## src/common/timer_pkg.sv

```systemverilog
// constants, register map and field layout of the two channel timer
// =====================================================================
// Notes on behaviour
// bus clock divided 1..64, code seven external
// external clock pin forced to input
// overflow flag sets when counter reaches modulo
// overflow flag clears by read-then-write-zero only
// overflow request when flag and enable set
// halt bit freezes counter, set by reset
// halt bit also blocks input captures
// counter reset bit clears counter, prescaler, reads 0
// halt plus counter reset leaves counter at zero
// high byte read latches low byte buffer
// counter restarts from zero after modulo
// modulo high write blocks overflow until low write
// channel flag on capture edge or compare match
// channel flag clears by read-then-write-zero only
// channel request when flag and enable set
// buffered select only on channel 0, frees channel 1
// edge code 00 leaves pin to port, preset level
// capture edges rising, falling or both
// unbuffered compare flags, toggles, clears or sets
// buffered compare on channel 0 pin
// software halts and resets counter before mode change
// software resets counter before modulo writes
// overflow toggle on compare channels
// overflow action beats compare action
// full duty force with overflow toggle
// value high write blocks compare until low write
// sixteen bit counter, one step per tick
// =====================================================================
package timer_pkg;
  // register byte addresses
  localparam logic [7:0] status_control_addr = 8'h00;
  localparam logic [7:0] counter_high_addr = 8'h04;
  localparam logic [7:0] counter_low_addr = 8'h08;
  localparam logic [7:0] modulo_high_addr = 8'h0c;
  localparam logic [7:0] modulo_low_addr = 8'h10;
  localparam logic [7:0] ch0_control_addr = 8'h14;
  localparam logic [7:0] ch0_value_high_addr = 8'h18;
  localparam logic [7:0] ch0_value_low_addr = 8'h1c;
  localparam logic [7:0] ch1_control_addr = 8'h20;
  localparam logic [7:0] ch1_value_high_addr = 8'h24;
  localparam logic [7:0] ch1_value_low_addr = 8'h28;
  // timer status/control fields
  localparam int ovf_flag_bit = 7;
  localparam int ovf_ie_bit = 6;
  localparam int halt_bit = 5;
  localparam int cnt_reset_bit = 4;
  localparam int clk_sel_lsb = 0;
  // channel status/control fields
  localparam int ch_flag_bit = 7;
  localparam int ch_ie_bit = 6;
  localparam int ch_msb_bit = 5;
  localparam int ch_msa_bit = 4;
  localparam int ch_elsb_bit = 3;
  localparam int ch_elsa_bit = 2;
  localparam int ch_tov_bit = 1;
  localparam int ch_max_bit = 0;
  // reset values and encodings
  localparam logic [15:0] modulo_reset = 16'hffff;
  localparam logic [2:0] clk_sel_external = 3'h7;
  localparam logic [1:0] els_port = 2'h0;
  localparam logic [1:0] els_toggle = 2'h1;
  localparam logic [1:0] els_clear = 2'h2;
  localparam logic [1:0] els_set = 2'h3;
  localparam int prescale_w = 7;
endpackage : timer_pkg

```

## src/verilog/two_channel_timer_module.sv

```systemverilog
// two channel 16-bit timer with apb register access
//
// The APB slave port and the address map were chosen for this implementation.
`timescale 1ns/10ps
`default_nettype none
module two_channel_timer_module
  import timer_pkg::*;
#(
  parameter int addr_w = 8 // apb address width
) (
  input wire logic pclk,
  input wire logic presetn,
  input wire logic psel,
  input wire logic penable,
  input wire logic pwrite,
  input wire logic [addr_w-1:0] paddr,
  input wire logic [31:0] pwdata,
  output logic [31:0] prdata,
  output logic pready,
  output logic pslverr,
  input wire logic external_timer_clock_pin,
  output logic external_clock_input_force,
  input wire logic channel0_pin_in,
  output logic channel0_pin_out,
  output logic channel0_pin_oe,
  input wire logic channel1_pin_in,
  output logic channel1_pin_out,
  output logic channel1_pin_oe,
  output logic overflow_irq,
  output logic channel0_irq,
  output logic channel1_irq
);
  // =====================================================================
  // elaboration check
  if (addr_w < 8 || addr_w > 32) begin : g_bad_addr
    $error("addr_w must lie between 8 and 32");
  end
  // =====================================================================
  // state
  logic overflow_flag_r; // sticky overflow flag
  logic overflow_irq_enable_r; // overflow request enable
  logic counter_halt_r; // counter stop, set out of reset
  logic [2:0] clock_select_r; // prescaler / pin choice
  logic [15:0] counter_r; // the timer counter
  logic [prescale_w-1:0] prescale_r; // free divider
  logic [15:0] modulo_r; // wrap value
  logic modulo_hold_r; // high byte written, low pending
  logic ovf_armed_r; // flag seen set by a read
  logic [7:0] low_buf_r; // latched counter low byte
  logic low_latched_r; // buffer holds a value
  logic ext_prev_r; // last sample of external clock
  // per-channel state, index is channel number
  logic [1:0] ch_flag_r;
  logic [1:0] ch_ie_r;
  logic buffered_mode_select_r; // channel 0 only
  logic [1:0] ch_msa_r;
  logic [1:0] ch_elsb_r;
  logic [1:0] ch_elsa_r;
  logic [1:0] ch_tov_r;
  logic [1:0] ch_max_r;
  logic [1:0] ch_armed_r;
  logic [15:0] ch_value_r [2];
  logic [1:0] ch_block_r; // high byte written, compare held off
  logic [1:0] pin_prev_r; // last pin sample for edge detect
  logic [1:0] pin_level_r; // output level of each channel
  logic buf_active_r; // which value pair drives buffered mode
  logic buf_last_r; // value pair written last
  // =====================================================================
  // apb decode
  logic [7:0] word_addr; // byte address, low bits of paddr
  logic access; // access edge with the answer up
  logic wr_en;
  logic rd_en;
  logic mapped;
  assign word_addr = paddr[7:0];
  assign access = psel & penable & pready;
  assign wr_en = access & pwrite;
  assign rd_en = access & ~pwrite;

  // strobe helpers
  logic wr_tsc, rd_tsc, rd_cnt_hi, rd_cnt_lo, wr_mod_hi, wr_mod_lo;
  logic [1:0] wr_sc, rd_sc, wr_val_hi, wr_val_lo;
  logic ch1_enabled; // channel 1 not swallowed by buffered mode
  assign wr_tsc = wr_en && word_addr == status_control_addr;
  assign rd_tsc = rd_en && word_addr == status_control_addr;
  assign rd_cnt_hi = rd_en && word_addr == counter_high_addr;
  assign rd_cnt_lo = rd_en && word_addr == counter_low_addr;
  assign wr_mod_hi = wr_en && word_addr == modulo_high_addr;
  assign wr_mod_lo = wr_en && word_addr == modulo_low_addr;
  assign ch1_enabled = ~buffered_mode_select_r;
  assign wr_sc[0] = wr_en && word_addr == ch0_control_addr;
  assign wr_sc[1] = wr_en && word_addr == ch1_control_addr && ch1_enabled;
  assign rd_sc[0] = rd_en && word_addr == ch0_control_addr;
  assign rd_sc[1] = rd_en && word_addr == ch1_control_addr && ch1_enabled;
  assign wr_val_hi[0] = wr_en && word_addr == ch0_value_high_addr;
  assign wr_val_hi[1] = wr_en && word_addr == ch1_value_high_addr;
  assign wr_val_lo[0] = wr_en && word_addr == ch0_value_low_addr;
  assign wr_val_lo[1] = wr_en && word_addr == ch1_value_low_addr;
  // =====================================================================
  // timer clock and counter events
  logic [prescale_w-1:0] div_mask; // ones below the chosen divide
  logic tick; // one enabled counter step
  logic overflow_evt; // counter sits at modulo on a tick
  logic cnt_reset; // counter reset bit written as one
  logic cnt_reset_bit_w;
  assign div_mask = prescale_w'((8'h1 << clock_select_r) - 8'h1);
  assign cnt_reset_bit_w = pwdata[cnt_reset_bit];
  assign cnt_reset = wr_tsc & cnt_reset_bit_w;
  // a tick never fires while halted; external pin counts rising edges
  always_comb begin
    if (clock_select_r == clk_sel_external) begin
      tick = ~counter_halt_r & external_timer_clock_pin & ~ext_prev_r;
    end else begin
      tick = ~counter_halt_r & ((prescale_r & div_mask) == div_mask);
    end
  end
  assign overflow_evt = tick & ~cnt_reset & (counter_r == modulo_r);

  // prescaler, cleared along with the counter
  always_ff @(posedge pclk or negedge presetn) begin
    if (!presetn) begin
      prescale_r <= '0;
    end else if (cnt_reset) begin
      prescale_r <= '0;
    end else if (!counter_halt_r) begin
      prescale_r <= prescale_r + 1'b1;
    end
  end

  // external clock edge sampler, pin is taken as synchronous
  always_ff @(posedge pclk or negedge presetn) begin
    if (!presetn) begin
      ext_prev_r <= 1'b0;
    end else begin
      ext_prev_r <= external_timer_clock_pin;
    end
  end

  // the counter itself
  always_ff @(posedge pclk or negedge presetn) begin
    if (!presetn) begin
      counter_r <= '0;
    end else if (cnt_reset) begin
      counter_r <= '0;
    end else if (overflow_evt) begin
      counter_r <= '0;
    end else if (tick) begin
      counter_r <= counter_r + 16'h0001;
    end
  end
  // =====================================================================
  // status/control register and overflow flag
  // counter reset bit is a strobe only; nothing stores it
  always_ff @(posedge pclk or negedge presetn) begin
    if (!presetn) begin
      overflow_irq_enable_r <= 1'b0;
      counter_halt_r <= 1'b1;
      clock_select_r <= '0;
    end else if (wr_tsc) begin
      overflow_irq_enable_r <= pwdata[ovf_ie_bit];
      counter_halt_r <= pwdata[halt_bit];
      clock_select_r <= pwdata[clk_sel_lsb +: 3];
    end
  end

  // sticky flag; a fresh overflow beats a clear in the same cycle
  always_ff @(posedge pclk or negedge presetn) begin
    if (!presetn) begin
      overflow_flag_r <= 1'b0;
      ovf_armed_r <= 1'b0;
    end else if (overflow_evt && !modulo_hold_r) begin
      overflow_flag_r <= 1'b1;
      ovf_armed_r <= 1'b0;
    end else if (wr_tsc) begin
      if (ovf_armed_r && !pwdata[ovf_flag_bit]) begin
        overflow_flag_r <= 1'b0;
      end
      ovf_armed_r <= 1'b0;
    end else if (rd_tsc && prdata[ovf_flag_bit]) begin
      ovf_armed_r <= 1'b1;
    end
  end
  // =====================================================================
  // modulo and counter read buffer
  always_ff @(posedge pclk or negedge presetn) begin
    if (!presetn) begin
      modulo_r <= modulo_reset;
      modulo_hold_r <= 1'b0;
    end else if (wr_mod_hi) begin
      modulo_r[15:8] <= pwdata[7:0];
      modulo_hold_r <= 1'b1;
    end else if (wr_mod_lo) begin
      modulo_r[7:0] <= pwdata[7:0];
      modulo_hold_r <= 1'b0;
    end
  end

  // first high read latches the low byte; a low read releases it
  always_ff @(posedge pclk or negedge presetn) begin
    if (!presetn) begin
      low_buf_r <= '0;
      low_latched_r <= 1'b0;
    end else if (cnt_reset) begin
      low_buf_r <= '0;
      low_latched_r <= 1'b0;
    end else if (rd_cnt_hi && !low_latched_r) begin
      low_buf_r <= counter_r[7:0];
      low_latched_r <= 1'b1;
    end else if (rd_cnt_lo) begin
      low_latched_r <= 1'b0;
    end
  end
  // =====================================================================
  // channel decode
  logic [1:0] pin_in; // both channel pins, channel 0 in bit 0
  logic [1:0] ch_msb; // buffered select seen per channel
  logic [1:0] ch_live; // channel takes part at all
  logic [1:0] ch_capture; // input capture mode
  logic [1:0] ch_compare; // any compare mode
  logic [1:0] ch_els [2];
  logic [1:0] cap_evt;
  logic [1:0] cmp_evt;
  logic [1:0] rise;
  logic [1:0] fall;
  logic [15:0] cmp_value [2];
  logic [1:0] cmp_blocked;
  assign ch_msb = {1'b0, buffered_mode_select_r};
  assign ch_live = {ch1_enabled, 1'b1};
  assign pin_in = {channel1_pin_in, channel0_pin_in};

  always_comb begin
    for (int i = 0; i < 2; i++) begin
      ch_els[i] = {ch_elsb_r[i], ch_elsa_r[i]};
      rise[i] = pin_in[i] & ~pin_prev_r[i];
      fall[i] = ~pin_in[i] & pin_prev_r[i];
      ch_capture[i] = ch_live[i] & ~ch_msb[i] & ~ch_msa_r[i]
                      & (ch_els[i] != els_port);
      ch_compare[i] = ch_live[i] & (ch_msb[i] | ch_msa_r[i]);
      // buffered channel 0 compares against the active value pair
      cmp_value[i] = ch_value_r[i];
      cmp_blocked[i] = ch_block_r[i];
      if (i == 0 && ch_msb[0]) begin
        cmp_value[i] = ch_value_r[buf_active_r];
        cmp_blocked[i] = ch_block_r[buf_active_r];
      end
      // capture blocked while halted
      cap_evt[i] = ch_capture[i] & ~counter_halt_r
                   & ((ch_elsa_r[i] & rise[i]) | (ch_elsb_r[i] & fall[i]));
      cmp_evt[i] = ch_compare[i] & tick & ~cmp_blocked[i]
                   & (counter_r == cmp_value[i]);
    end
  end
  // =====================================================================
  // channel control registers and flags
  always_ff @(posedge pclk or negedge presetn) begin
    if (!presetn) begin
      ch_ie_r <= '0;
      ch_msa_r <= '0;
      ch_elsb_r <= '0;
      ch_elsa_r <= '0;
      ch_tov_r <= '0;
      ch_max_r <= '0;
      buffered_mode_select_r <= 1'b0;
    end else begin
      for (int i = 0; i < 2; i++) begin
        if (wr_sc[i]) begin
          ch_ie_r[i] <= pwdata[ch_ie_bit];
          ch_msa_r[i] <= pwdata[ch_msa_bit];
          ch_elsb_r[i] <= pwdata[ch_elsb_bit];
          ch_elsa_r[i] <= pwdata[ch_elsa_bit];
          ch_tov_r[i] <= pwdata[ch_tov_bit];
          ch_max_r[i] <= pwdata[ch_max_bit];
        end
      end
      if (wr_sc[0]) begin
        buffered_mode_select_r <= pwdata[ch_msb_bit];
      end
    end
  end

  // sticky channel flags; a new event beats a clear in the same cycle
  always_ff @(posedge pclk or negedge presetn) begin
    if (!presetn) begin
      ch_flag_r <= '0;
      ch_armed_r <= '0;
    end else begin
      for (int i = 0; i < 2; i++) begin
        if (cap_evt[i] || cmp_evt[i]) begin
          ch_flag_r[i] <= 1'b1;
          ch_armed_r[i] <= 1'b0;
        end else if (wr_sc[i]) begin
          if (ch_armed_r[i] && !pwdata[ch_flag_bit]) begin
            ch_flag_r[i] <= 1'b0;
          end
          ch_armed_r[i] <= 1'b0;
        end else if (rd_sc[i] && prdata[ch_flag_bit]) begin
          ch_armed_r[i] <= 1'b1;
        end
      end
    end
  end

  // value registers: capture loads them, software writes them
  always_ff @(posedge pclk or negedge presetn) begin
    if (!presetn) begin
      ch_value_r[0] <= '0;
      ch_value_r[1] <= '0;
      ch_block_r <= '0;
      buf_last_r <= 1'b0;
    end else begin
      for (int i = 0; i < 2; i++) begin
        if (cap_evt[i]) begin
          ch_value_r[i] <= counter_r;
        end else if (wr_val_hi[i]) begin
          ch_value_r[i][15:8] <= pwdata[7:0];
          ch_block_r[i] <= 1'b1;
        end else if (wr_val_lo[i]) begin
          ch_value_r[i][7:0] <= pwdata[7:0];
          ch_block_r[i] <= 1'b0;
          buf_last_r <= 1'(i);
        end
      end
    end
  end

  // buffered pair swaps in at the start of the next period
  always_ff @(posedge pclk or negedge presetn) begin
    if (!presetn) begin
      buf_active_r <= 1'b0;
    end else if (!buffered_mode_select_r) begin
      buf_active_r <= 1'b0;
    end else if (overflow_evt) begin
      buf_active_r <= buf_last_r;
    end
  end
  // =====================================================================
  // channel output levels and pins
  // overflow toggle wins over compare; full duty overrides both
  always_ff @(posedge pclk or negedge presetn) begin
    if (!presetn) begin
      pin_level_r <= 2'b11;
      pin_prev_r <= '0;
    end else begin
      pin_prev_r <= {channel1_pin_in, channel0_pin_in};
      for (int i = 0; i < 2; i++) begin
        if (ch_els[i] == els_port) begin
          pin_level_r[i] <= ~ch_msa_r[i];
        end else if (!ch_compare[i]) begin
          pin_level_r[i] <= pin_level_r[i];
        end else if (ch_tov_r[i] && ch_max_r[i]) begin
          pin_level_r[i] <= (ch_els[i] != els_set);
        end else if (ch_tov_r[i] && overflow_evt) begin
          pin_level_r[i] <= ~pin_level_r[i];
        end else if (cmp_evt[i]) begin
          case (ch_els[i])
            els_toggle: pin_level_r[i] <= ~pin_level_r[i];
            els_clear: pin_level_r[i] <= 1'b0;
            els_set: pin_level_r[i] <= 1'b1;
            default: pin_level_r[i] <= pin_level_r[i];
          endcase
        end
      end
    end
  end

  // pins driven only for compare with a non-zero edge code
  always_ff @(posedge pclk or negedge presetn) begin
    if (!presetn) begin
      channel0_pin_out <= 1'b1;
      channel1_pin_out <= 1'b1;
      channel0_pin_oe <= 1'b0;
      channel1_pin_oe <= 1'b0;
      external_clock_input_force <= 1'b0;
    end else begin
      channel0_pin_out <= pin_level_r[0];
      channel1_pin_out <= pin_level_r[1];
      channel0_pin_oe <= ch_compare[0] && ch_els[0] != els_port;
      channel1_pin_oe <= ch_compare[1] && ch_els[1] != els_port;
      external_clock_input_force <= clock_select_r == clk_sel_external;
    end
  end

  // interrupt requests follow flag and enable
  always_ff @(posedge pclk or negedge presetn) begin
    if (!presetn) begin
      overflow_irq <= 1'b0;
      channel0_irq <= 1'b0;
      channel1_irq <= 1'b0;
    end else begin
      overflow_irq <= overflow_flag_r & overflow_irq_enable_r;
      channel0_irq <= ch_flag_r[0] & ch_ie_r[0];
      channel1_irq <= ch_flag_r[1] & ch_ie_r[1] & ch1_enabled;
    end
  end
  // =====================================================================
  // apb read data and handshake
  logic [7:0] rd_mux;
  always_comb begin
    mapped = 1'b1;
    rd_mux = '0;
    case (word_addr)
      status_control_addr: rd_mux = {overflow_flag_r, overflow_irq_enable_r,
                                     counter_halt_r, 2'b00, clock_select_r};
      counter_high_addr: rd_mux = counter_r[15:8];
      counter_low_addr: rd_mux = low_latched_r ? low_buf_r : counter_r[7:0];
      modulo_high_addr: rd_mux = modulo_r[15:8];
      modulo_low_addr: rd_mux = modulo_r[7:0];
      ch0_control_addr: rd_mux = {ch_flag_r[0], ch_ie_r[0],
                                  buffered_mode_select_r, ch_msa_r[0],
                                  ch_elsb_r[0], ch_elsa_r[0], ch_tov_r[0],
                                  ch_max_r[0]};
      ch0_value_high_addr: rd_mux = ch_value_r[0][15:8];
      ch0_value_low_addr: rd_mux = ch_value_r[0][7:0];
      ch1_control_addr: rd_mux = ch1_enabled ? {ch_flag_r[1], ch_ie_r[1],
                                  1'b0, ch_msa_r[1], ch_elsb_r[1],
                                  ch_elsa_r[1], ch_tov_r[1], ch_max_r[1]}
                                  : 8'h00;
      ch1_value_high_addr: rd_mux = ch_value_r[1][15:8];
      ch1_value_low_addr: rd_mux = ch_value_r[1][7:0];
      default: mapped = 1'b0;
    endcase
    if ((paddr >> 8) != '0) begin
      mapped = 1'b0;
    end
  end

  // no wait state: answer in the first access cycle
  always_ff @(posedge pclk or negedge presetn) begin
    if (!presetn) begin
      pready <= 1'b0;
      pslverr <= 1'b0;
      prdata <= '0;
    end else begin
      pready <= psel & ~penable;
      pslverr <= psel & ~penable & ~mapped;
      prdata <= (psel & ~penable & ~pwrite) ? {24'h000000, rd_mux} : '0;
    end
  end

endmodule : two_channel_timer_module
`default_nettype wire

```

## config.mk

```make
export PLATFORM = sky130hd
export DESIGN_NAME = two_channel_timer_module
export DESIGN_NICKNAME = d
export VERILOG_FILES = /design/src/common/timer_pkg.sv /design/src/verilog/two_channel_timer_module.sv
export SDC_FILE = /design/constraint.sdc
export NUM_CORES = 1
export LEC_CHECK = 0
export CORE_MARGIN = 2
export CORE_UTILIZATION = 60
export CTS_CLUSTER_SIZE = 10
export DETAILED_ROUTE_END_ITERATION = 12
export DONT_BUFFER_PORTS = 1
export PLACE_DENSITY = 0.78
export SETUP_SLACK_MARGIN = 0.3
export SLEW_MARGIN = 0
export SYNTH_ARGS = -nofsm -noshare
export SYNTH_HDL_FRONTEND = slang
export SYNTH_SLANG_ARGS = --single-unit
```

## constraint.sdc

```tcl
create_clock -name pclk -period 11.2 [get_ports pclk]
set_clock_uncertainty 0.15 [all_clocks]
set_input_delay 1.12 -clock pclk [delete_from_list [all_inputs] [get_ports pclk]]
set_output_delay 1.12 -clock pclk [all_outputs]
set_load 0.01 [all_outputs]
```

=== Word-level counts from Yosys, hierarchy flattened ===
Cells that the tools add are included.

* Add/sub/neg operators: 3
* Multipliers: 0
* Divide/modulo/power cells: 0
* Order comparisons: 2
* Equal/unequal tests: 27
* Shifts and indexed selects: 1
* Multiplexer cells: 75
* Bitwise logic cells: 65
* Reduce and logical (&&, ||, !) cells: 76

{| class="wikitable"
|+ Operators with widths
! kind !! number
|-
| 16-bit 2-to-1 mux || 9
|-
| 8-bit 2-to-1 mux || 11
|-
| 8-bit one-hot mux with 11 select lines || 1
|-
| 1-bit 2-to-1 mux || 50
|-
| 16-bit == test || 3
|-
| 1-bit AND || 40
|-
| 2-bit nonzero test || 18
|-
| 8-bit by 5-bit == test with 1-bit output, second input constant || 4
|-
| 1-bit logical AND || 30
|-
| 8-bit by 6-bit == test with 1-bit output, second input constant || 3
|-
| 1-bit NOT || 20
|-
| 16-bit by 1-bit adder with 16-bit output, second input constant || 1
|-
| 8-bit by 4-bit == test with 1-bit output, second input constant || 2
|-
| 2-bit AND reduction || 8
|-
| 3-bit nonzero test || 5
|-
| 7-bit 2-to-1 mux || 2
|-
| 6-bit nonzero test || 2
|-
| 11-bit OR reduction || 1
|-
| 2-bit == test, second input constant || 4
|-
| 8-bit by 3-bit == test with 1-bit output, second input constant || 1
|-
| 8-bit logical NOT || 1
|-
| 2-bit by 1-bit != test with 1-bit output, second input constant || 4
|-
| 4-bit nonzero test || 2
|-
| 7-bit by 1-bit adder with 7-bit output, second input constant || 1
|-
| other kinds (16) || 26
|}

* Register bits after elaboration: 132
* Bits in latches: 0
* Bits in writable memories: 0
* Bits in read-only memories: 0
* Input port bits: 48
* Logic and storage cells: 301
* Memories kept: 0

=== Depth between registers and ports, before layout ===
Gate-level depths: netlist of the first run.

* Depth in word-level cells: 14
* Gate-level depth with buffers: 14

=== Least setup slack after synthesis of the first run ===
No wires, ideal clock.

* Path kind: reg2reg
* From: reg clock_select_r[2]
* To: reg pin_level_r[1]
* Arrival time: 3.334 ns
* Required time: 10.963 ns
* Slack: 7.629 ns
* Cell stages (with the launch flop): 12
* Buffers on the path: 1
* Clock period less this slack: 3.571 ns
* Path through: dfrtp_1 > buf_2 > or3_1 > ha_1 > nor2_1 > or4_4 > o31ai_4 > o21ai_2 > or4_1 > or3_1 > a221oi_2 > a211oi_1

* Longest elaborated chain between the ends: 13
* Elaborated cells between the ends (all ways): 20
* Those cells by class: 1 x add/sub; 2 x eq/ne; 1 x shift; 5 x mux; 7 x bitwise; 4 x reduce/logical

{| class="wikitable"
|+ RTL lines
! element !! line !! RTL
|-
| start: declaration || two_channel_timer_module.sv:43 || <nowiki>logic [2:0] clock_select_r;</nowiki>
|-
| start signal: assignment || two_channel_timer_module.sv:162 || <nowiki>clock_select_r <= pwdata[clk_sel_lsb +: 3];</nowiki>
|-
| 1-bit by 3-bit left shift with 7-bit output || two_channel_timer_module.sv:106 || <nowiki>assign div_mask = prescale_w'((8'h1 << clock_select_r) - 8'h1);</nowiki>
|-
| 7-bit by 1-bit subtractor with 7-bit output || two_channel_timer_module.sv:106 ||
|-
| 7-bit AND || two_channel_timer_module.sv:114 || <nowiki>tick = ~counter_halt_r & ((prescale_r & div_mask) == div_mask);</nowiki>
|-
| 7-bit == test || two_channel_timer_module.sv:114 ||
|-
| 1-bit AND || two_channel_timer_module.sv:114 ||
|-
| 1-bit 2-to-1 mux (*) || two_channel_timer_module.sv:111 || <nowiki>if (clock_select_r == clk_sel_external) begin</nowiki>
|-
| 1-bit AND (2 in series) || two_channel_timer_module.sv:117 || <nowiki>assign overflow_evt = tick & ~cnt_reset & (counter_r == modulo_r);</nowiki>
|-
| 1-bit logical AND || two_channel_timer_module.sv:352 || <nowiki>end else if (ch_tov_r[i] && overflow_evt) begin</nowiki>
|-
| 1-bit 2-to-1 mux || two_channel_timer_module.sv:352 ||
|-
| 1-bit 2-to-1 mux || two_channel_timer_module.sv:350 || <nowiki>end else if (ch_tov_r[i] && ch_max_r[i]) begin</nowiki>
|-
| 1-bit 2-to-1 mux || two_channel_timer_module.sv:348 || <nowiki>end else if (!ch_compare[i]) begin</nowiki>
|-
| 1-bit 2-to-1 mux || two_channel_timer_module.sv:346 || <nowiki>if (ch_els[i] == els_port) begin</nowiki>
|-
| end signal: indexed assignment || two_channel_timer_module.sv:347 || <nowiki>pin_level_r[i] <= ~ch_msa_r[i];</nowiki>
|-
| end signal: indexed assignment || two_channel_timer_module.sv:349 || <nowiki>pin_level_r[i] <= pin_level_r[i];</nowiki>
|-
| end signal: indexed assignment || two_channel_timer_module.sv:351 || <nowiki>pin_level_r[i] <= (ch_els[i] != els_set);</nowiki>
|-
| end: declaration || two_channel_timer_module.sv:65 || <nowiki>logic [1:0] pin_level_r;</nowiki>
|}

Every way passes the cells marked *; elsewhere a longest branch is shown, timed or not. The select of a mux whose other input is x is not followed.
A chain may end at the register's enable or synchronous reset.

=== Worst setup path after layout of the first run ===
Same ends and word-level chain as after synthesis.

==> results_tabular.tex, run 1 <==
\begin{tabular}{lr}
\hline
Metric & Value \\
\hline
\multicolumn{2}{l}{\textbf{Synthesis}} \\
\quad EDFF count, synth & 0 \\
\quad Number of synthesized register bits & 132 \\
\quad Average cell area after synthesis & 9.74 µm² \\
\quad Yosys top cell by area & sky130\_fd\_sc\_hd\_\_dfrtp\_1 \\
\quad Number of synthesis warnings & 0 \\
\quad Most used flip-flop cell after synthesis & sky130\_fd\_sc\_hd\_\_dfrtp\_1 \\
\quad Fraction of registers with async set/reset & 1.00 \\
\quad Sequential cell area fraction in the yosys report & 0.443 \\
\quad Cell area after synthesis & 0.00752 mm² \\
\quad Ranking of synthesized cells by area & sky130\_fd\_sc\_hd\_\_dfrtp\_1, sky130\_fd\_sc\_hd\_\_dfstp\_2, sky130\_fd\_sc\_hd\_\_mux2i\_1, sky130\_fd\_sc\_hd\_\_mux2\_2, sky130\_fd\_sc\_hd\_\_nand2\_1 \\
\quad Count of cell types in the netlist & 68 \\
\quad Most frequent cell after synthesis & sky130\_fd\_sc\_hd\_\_dfrtp\_1 \\
\quad Leading cell types by count after synthesis & sky130\_fd\_sc\_hd\_\_dfrtp\_1, sky130\_fd\_sc\_hd\_\_nand2\_1, sky130\_fd\_sc\_hd\_\_nor2\_1 \\
\quad Share of the synthesized area in the top cell type & 0.370 \\
\quad Gate Count Post-Synth & 772 \\
\multicolumn{2}{l}{\textbf{STA}} \\
\quad Number of setup violations in the final report & 0 \\
\quad Count of final hold-check violations & 0 \\
\quad Final cycle utilization of the critical path & 0.350 \\
\quad Final critical path time including I/O delays and setup & 3920 ps \\
\quad Setup repair after global routing missed its margin & false \\
\quad Worst slew margin relative to its limit & 0.168 \\
\quad Pins Over Slew Limit & 0 \\
\quad Upper clock frequency limit & 255 MHz \\
\quad Worst-Margin Slew & 1240 ps \\
\quad Fin Setup TNS & 0 ps \\
\quad Least setup slack across all paths after layout & 7280 ps \\
\multicolumn{2}{l}{\textbf{Clock tree}} \\
\quad Buffer count from post-CTS setup fixing & 0 \\
\quad Latest clock arrival within the worst-skew pair & 430 ps \\
\quad Resize count post-CTS & 0 \\
\quad Clock root buffer & sky130\_fd\_sc\_hd\_\_clkbuf\_16 \\
\quad TritonCTS clock tree & done \\
\quad Number of buffers between clock root and the deepest sink & 2 \\
\quad Clock tree sinks & 132 \\
\quad Depth of the CTS H-tree & 4 \\
\quad Clock transition at path regs & 60 ps \\
\quad Hold buffers post-CTS & 0 \\
\quad Number of clock buffers inserted by TritonCTS & 17 \\
\multicolumn{2}{l}{\textbf{Drt}} \\
\quad Total routed wirelength & 21.9 mm \\
\quad Vias after detailed routing & 6204 \\
\quad Violation count after the first detailed-route iteration & 761 \\
\quad Count of unresolved DRC violations after routing & 0 \\
\quad First-pass detailed-route iteration total & 6 \\
\quad Antenna Nets Post-Route & 0 \\
\quad Vias per Instance & 6.69 \\
\quad Avg WL per Cell & 23.6 µm \\
\multicolumn{2}{l}{\textbf{Status}} \\
\quad Status & completed \\
\multicolumn{2}{l}{\textbf{Global route}} \\
\quad Via count of the first global-routing pass & 5953 \\
\quad Global-route wire length before repair & 33.8 mm \\
\quad Antenna violations before repair & 0 \\
\quad Overall overflow remaining after global route & 0 \\
\quad Total track usage & 0.343 \\
\quad Largest net degree at the start of global routing & 133 \\
\multicolumn{2}{l}{\textbf{Final layout}} \\
\quad Fin nets & 799 \\
\quad Antenna cell count & 0 \\
\quad Fraction of final layout cells sized beyond drive strength 1 & 0.140 \\
\quad Layout Area Growth over Synthesis & 8.21\% \\
\quad \# fillers & 963 \\
\multicolumn{2}{l}{\textbf{Critical path}} \\
\quad Critical-path top delay cell & sky130\_fd\_sc\_hd\_\_or4\_1 \\
\quad Worst Path Arrival & 4120 ps \\
\quad Critical path buffer and inverter count & 0 \\
\quad Kind of cell adding the most delay to the critical path & simple AND/OR/NAND/NOR gates \\
\quad Maximum fanout count along the critical path & 12 \\
\quad Worst-path cell chain & or3\_1 > ha\_1 > nor4b\_1 > or4\_4 > o31ai\_4 > o21ai\_2 > or4\_1 > or3\_1 > a221oi\_2 > a211oi\_1 \\
\quad Category of the critical setup timing path & register to register \\
\quad Top cell by count, worst path & sky130\_fd\_sc\_hd\_\_or3\_1 \\
\quad Worst path depth & 10 \\
\quad Worst Reg2Reg Path Length in Cells & 10 \\
\quad Critical path startpoint category & register \\
\quad Register-to-Register Setup Slack & 7280 ps \\
\quad Delay of the slowest cell on the worst path & 630 ps \\
\quad Critical path endpoint category & register \\
\quad Worst EP required & 11400 ps \\
\multicolumn{2}{l}{\textbf{Placement}} \\
\quad DP HPWL & 14.9 mm \\
\quad Setup Slack @ Placement & 6980 ps \\
\quad Global placement routability congestion & 1.03 \\
\quad I/O Buffers & 0 \\
\multicolumn{2}{l}{\textbf{Hold path}} \\
\quad Class of the tightest hold or removal check & primary input to async pin \\
\multicolumn{2}{l}{\textbf{Run}} \\
\quad MaxCap Viol Count & 0 \\
\multicolumn{2}{l}{\textbf{Floorplan}} \\
\quad Core ar. & 0.0121 mm² \\
\quad DIE WIDTH & 116 µm \\
\quad Die Area & 0.0134 mm² \\
\quad Initial standard-cell utilization of the core & 0.621 \\
\quad Top-Level Pins & 90 \\
\quad Number of rows created at floorplan & 40 \\
\quad Overall die height & 116 µm \\
\multicolumn{2}{l}{\textbf{Power and ir drop}} \\
\quad Leak Pwr & 0.00362 µW \\
\quad Cell Pwr Density & 181 mW/mm² \\
\quad Worst ir drop on vdd & 0.134 mV \\
\hline
\end{tabular}
-- through the flow --
stage,utilization,std cells,total power (µW),hold slack (ps),instance area (µm²)
final,0.672,927,1480,228,8130
after detailed placement,0.617,895,853,234,7480
after global placement,0.617,895,841,228,7480
after floorplan,-,795,788,217,7600
after CTS,0.672,927,1470,220,8130
after global routing,0.672,927,1540,219,8130
-- cell type report --
class	count	area [µm²]	area share
multi-input cells	576	3850	0.474
flip-flops and latches	132	3330	0.409
clock buffers	19	453	0.0557
well taps	168	210	0.0258
clock inverters	13	204	0.0251
inverters	16	60.1	0.00738
repair buffers	3	22.5	0.00277
-- kinds of logic (layout without fill, tap and decap cells) --
group	after synthesis	in the layout	synth area share
AO/OA/AOI/OAI	179	179	0.164
XOR/XNOR	40	40	0.0466
adder cells (fa/ha/maj)	5	5	0.00832
buffers and inverters	87	51	0.0571
flip-flops	132	132	0.443
multiplexers	80	80	0.112
other	1	24	0.000499
AND/OR/NAND/NOR	248	248	0.168
-- worst reg2reg max path: stages, from the launching register on --
cell and delay, ps:
sky130_fd_sc_hd__dfrtp_1 510, sky130_fd_sc_hd__or3_1 430, sky130_fd_sc_hd__ha_1 260, sky130_fd_sc_hd__nor4b_1 160, sky130_fd_sc_hd__or4_4 450, sky130_fd_sc_hd__o31ai_4 340
sky130_fd_sc_hd__o21ai_2 160, sky130_fd_sc_hd__or4_1 630, sky130_fd_sc_hd__or3_1 420, sky130_fd_sc_hd__a221oi_2 260, sky130_fd_sc_hd__a211oi_1 80
-- path summary, 6_finish.rpt --
| check | startpoint | to |
|---|---|---|
| min in group pclk | pin_level_r[1] | channel1_pin_out |
| min | presetn | ch_elsb_r[0] |
| max reg2reg | clock_select_r[2] | pin_level_r[1] |
| min reg2reg | pin_level_r[1] | channel1_pin_out |
| max in group asynchronous | presetn | modulo_r[3] |
| max | clock_select_r[2] | pin_level_r[1] |
-- state kept, by name, indices dropped and copies added, names as in the netlist, 2 cells and up --
signal,cells
pin_prev_r,2
ch_tov_r,2
ch_max_r,2
ch_flag_r,2
ch_elsa_r,2
ch_elsb_r,2
low_buf_r,8
clock_select_r,3
ch_msa_r,2
prdata,8
counter_r,16
prescale_r,7
modulo_r,16
ch_armed_r,2
pin_level_r,2
ch_ie_r,2
ch_value_r,32
ch_block_r,2
-- report_power, final --
group | switching [µW] | leakage [µW] | internal, µW
clock network | 217 | 0.000311 | 406
registers | 120 | 0.00170 | 524
logic | 108 | 0.00160 | 101
total | 446 | 0.00362 | 1030
-- cells in the final DEF, fill, tap and decap left out, types with 13 or more instances in the layout --
| cell type | count |
|---|---|
| sky130_fd_sc_hd__a221oi_1 | 17 |
| sky130_fd_sc_hd__a22o_1 | 14 |
| sky130_fd_sc_hd__a31oi_1 | 15 |
| sky130_fd_sc_hd__and3_1 | 17 |
| sky130_fd_sc_hd__clkbuf_16 | 17 |
| sky130_fd_sc_hd__conb_1 | 24 |
| sky130_fd_sc_hd__dfrtp_1 | 111 |
| sky130_fd_sc_hd__dfstp_2 | 21 |
| sky130_fd_sc_hd__inv_1 | 15 |
| sky130_fd_sc_hd__mux2_2 | 34 |
| sky130_fd_sc_hd__mux2i_1 | 46 |
| sky130_fd_sc_hd__nand2_1 | 80 |
| sky130_fd_sc_hd__nand2b_1 | 14 |
| sky130_fd_sc_hd__nand4_1 | 13 |
| sky130_fd_sc_hd__nor2_1 | 57 |
| sky130_fd_sc_hd__o21ai_0 | 50 |
| sky130_fd_sc_hd__o21ai_1 | 21 |
| sky130_fd_sc_hd__xnor2_1 | 28 |
-- metal layers --
| layer | up-vias | GRT usage | part of all wire |
|---|---|---|---|
| li1 | 2714 | - | - |
| met1 | 3052 | 0.448 | 0.39 |
| met2 | 368 | 0.541 | 0.47 |
| met3 | 70 | 0.0800 | 0.094 |
| met4 | 0 | 0.163 | 0.041 |
| met5 | - | 0 | 0 |
Power figures use the tool's default switching activity.
==> run 2, diff against run 1 <==
--- a/config.mk
+++ b/config.mk
@@ -6,7 +6,7 @@
 export NUM_CORES = 1
 export LEC_CHECK = 0
 export CORE_MARGIN = 2
-export CORE_UTILIZATION = 60
+export CORE_UTILIZATION = 58
 export CTS_CLUSTER_SIZE = 10
 export DETAILED_ROUTE_END_ITERATION = 12
 export DONT_BUFFER_PORTS = 1
==> constraint.sdc (replaced) <==
create_clock -name pclk -period 3.3 [get_ports pclk]
set_clock_uncertainty 0.15 [all_clocks]
set_input_delay 0.33 -clock pclk [delete_from_list [all_inputs] [get_ports pclk]]
set_output_delay 0.33 -clock pclk [all_outputs]
set_load 0.01 [all_outputs]
==> run 2 against run 1 <==
Net effect:
- the flow now finishes with violations (negative hold slack, negative setup slack)
- worst hold slack worse by 800 ps
- critical path depth stayed put
- setup slack worse by 7400 ps
==> results_tabular.tex, run 2 (synthesized netlist as in run 1, its figures left out) <==
\begin{tabular}{lr}
\hline
Metric & Value \\
\hline
\multicolumn{2}{l}{\textbf{Final layout}} \\
\quad Max reg flops & 32 \\
\quad Antenna cell count & 0 \\
\quad Seq. cell area & 0.00333 mm² \\
\quad Non-Filler Cell Area, Final & 0.00886 mm² \\
\quad Layout Area Growth over Synthesis & 17.9\% \\
\quad \# fillers & 939 \\
\quad Fin nets & 848 \\
\quad Top library cells by usage in the layout, fill and taps aside & sky130\_fd\_sc\_hd\_\_dfrtp\_1, sky130\_fd\_sc\_hd\_\_nand2\_1, sky130\_fd\_sc\_hd\_\_mux2i\_1, sky130\_fd\_sc\_hd\_\_nor2\_1, sky130\_fd\_sc\_hd\_\_o21ai\_0 \\
\quad Area of the multi-input gates & 0.00408 mm² \\
\quad Non-filler cells, final & 980 \\
\quad Top reg by flops & ch\_value\_r \\
\quad Most common library cell in the layout ignoring fill and taps & sky130\_fd\_sc\_hd\_\_dfrtp\_1 \\
\quad Fraction of final layout cells sized beyond drive strength 1 & 0.224 \\
\quad Largest registers & ch\_value\_r (32), counter\_r (16), modulo\_r (16) \\
\multicolumn{2}{l}{\textbf{Global route}} \\
\quad Via count of the first global-routing pass & 6130 \\
\quad Global-route wire length before repair & 36.1 mm \\
\quad Overall overflow remaining after global route & 0 \\
\quad Antenna violations before repair & 0 \\
\quad Total track usage & 0.344 \\
\quad Largest net degree at the start of global routing & 133 \\
\multicolumn{2}{l}{\textbf{Power and ir drop}} \\
\quad Switching power summed over all nets & 1680 µW \\
\quad Leak Pwr & 0.00395 µW \\
\quad Worst ir drop on vdd & 0.432 mV \\
\quad Internal & 3590 µW \\
\quad Clock network fraction of total power & 0.393 \\
\quad Power share of the combinational group & 0.192 \\
\quad Power consumption & 5260 µW \\
\quad Sequential Power Share & 0.416 \\
\quad Cell Pwr Density & 594 mW/mm² \\
\quad Sw frac & 0.318 \\
\multicolumn{2}{l}{\textbf{Floorplan}} \\
\quad Core ar. & 0.0126 mm² \\
\quad Overall die height & 118 µm \\
\quad Initial standard-cell utilization of the core & 0.596 \\
\quad Number of rows created at floorplan & 41 \\
\quad DIE WIDTH & 118 µm \\
\quad Die Area & 0.0139 mm² \\
\quad Top-Level Pins & 90 \\
\multicolumn{2}{l}{\textbf{Placement}} \\
\quad I/O Buffers & 0 \\
\quad Global placement routability congestion & 0.953 \\
\quad DP HPWL & 15.7 mm \\
\quad \# placed instances & 923 \\
\quad Dpl cell area & 0.00768 mm² \\
\quad Setup Slack @ Placement & -103 ps \\
\multicolumn{2}{l}{\textbf{Critical path}} \\
\quad Critical-path top delay cell & sky130\_fd\_sc\_hd\_\_or4\_4 \\
\quad Register-to-Register Setup Slack & -100 ps \\
\quad Category of the critical setup timing path & register to register \\
\quad Worst EP required & 3510 ps \\
\quad Maximum fanout count along the critical path & 3 \\
\quad Critical path buffer and inverter count & 0 \\
\quad Top cell by count, worst path & sky130\_fd\_sc\_hd\_\_or4\_4 \\
\quad Critical path endpoint category & register \\
\quad Worst-path cell chain & or3\_4 > ha\_4 > nor2\_2 > or4\_4 > o31ai\_4 > o21ai\_2 > or4\_4 > or3\_1 > a221oi\_2 > a211oi\_1 \\
\quad Delay of the slowest cell on the worst path & 550 ps \\
\quad Critical path startpoint category & register \\
\quad Worst Path Arrival & 3610 ps \\
\quad Kind of cell adding the most delay to the critical path & simple AND/OR/NAND/NOR gates \\
\multicolumn{2}{l}{\textbf{Drt}} \\
\quad Count of unresolved DRC violations after routing & 0 \\
\quad Violation count after the first detailed-route iteration & 788 \\
\quad Antenna Nets Post-Route & 0 \\
\quad First-pass detailed-route iteration total & 6 \\
\quad Avg WL per Cell & 24.0 µm \\
\quad Total routed wirelength & 23.5 mm \\
\quad Vias after detailed routing & 6508 \\
\quad Vias per Instance & 6.64 \\
\multicolumn{2}{l}{\textbf{STA}} \\
\quad Least setup slack across all paths after layout & -102 ps \\
\quad Final cycle utilization of the critical path & 1.03 \\
\quad Final critical path time including I/O delays and setup & 3400 ps \\
\quad Worst-Margin Slew & 737 ps \\
\quad Worst slew margin relative to its limit & 0.507 \\
\quad Final hold slack & -567 ps \\
\quad Upper clock frequency limit & 294 MHz \\
\quad Number of setup violations in the final report & 3 \\
\quad Setup repair after global routing missed its margin & true \\
\quad Pins Over Slew Limit & 0 \\
\quad Count of final hold-check violations & 132 \\
\multicolumn{2}{l}{\textbf{Run}} \\
\quad MaxCap Viol Count & 0 \\
\multicolumn{2}{l}{\textbf{Clock tree}} \\
\quad Latest clock arrival within the worst-skew pair & 440 ps \\
\quad Clock transition at path regs & 60 ps \\
\quad Number of clock buffers inserted by TritonCTS & 17 \\
\quad Hold buffers post-CTS & 16 \\
\quad TritonCTS clock tree & done \\
\quad Depth of the CTS H-tree & 4 \\
\quad Number of buffers between clock root and the deepest sink & 2 \\
\quad Clock root buffer & sky130\_fd\_sc\_hd\_\_clkbuf\_16 \\
\quad Clock tree sinks & 132 \\
\multicolumn{2}{l}{\textbf{Status}} \\
\quad Violations in the final reports & negative hold slack, negative setup slack \\
\quad Status & complete, but fails checks \\
\multicolumn{2}{l}{\textbf{Hold path}} \\
\quad Class of the tightest hold or removal check & primary input to async pin \\
\hline
\end{tabular}
-- run 2: changes by cell type in the layout (fill, tap and decap cells not counted), sizes merged --
cell / change
dlygate4sd3: +16
bufinv: -1
clkinvlp: -1
clkbuf: +2
buf: +31
clkinv: +2
-- run 2: timing repair --
item / CTS / global route
pin swaps: 4 / 5
cloned: 3 / 1
gates resized for setup: 25 / 40
setup endpoints to repair: 22 / 24
buffers inserted: 4 / 1
endpoints found under the hold margin: 205 / 132
-- run 2: power groups by stage --
stage	Clock, µW	Sequential (µW)	Combinational [µW]
after detailed placement	0	2180	783
after CTS	2060	2160	913
after global routing	2160	2210	1100
after global placement	0	2170	754
after floorplan	0	1930	765
final	2070	2190	1010
-- run 2: worst paths after layout --
| check | from | to | cells after the start |
|---|---|---|---|
| worst max-delay path | clock_select_r[1] | pin_level_r[1] | 10 |
| worst min-delay path | presetn | ch_elsb_r[0] | 0 |
| worst max register to register | clock_select_r[1] | pin_level_r[1] | 10 |
| worst min register to register | pin_level_r[1] | channel1_pin_out | 0 |
| max in group asynchronous | presetn | modulo_r[14] | 0 |
| min in group pclk | psel | pslverr | 2 |
-- run 2: area by class of cell --
cell class / instances / area share
Multi-Input combinational cell: 576 / 0.461
Sequential cell: 132 / 0.376
Clock inverter: 12 / 0.0198
Timing Repair Buffer: 51 / 0.0569
Tap cell: 172 / 0.0243
Clock buffer: 20 / 0.0527
Inverter: 16 / 0.00819
Timing Repair inverter: 1 / 0.00184
-- run 2: through the flow --
step                setup TNS, ps   util
global route                 -790  0.702
finish                       -144  0.702
CTS                         -69.7  0.689
global placement            -80.7  0.609
floorplan                   -46.1      -
detailed placement           -237  0.609
-- run 2: per-layer routing --
| layer | GRT usage | share of wire | vias to the layer above |
|---|---|---|---|
| li1 | - | - | 2814 |
| met1 | 0.453 | 0.39 | 3231 |
| met2 | 0.533 | 0.47 | 382 |
| met3 | 0.0945 | 0.097 | 81 |
| met4 | 0.152 | 0.046 | 0 |
| met5 | 0 | 0 | - |
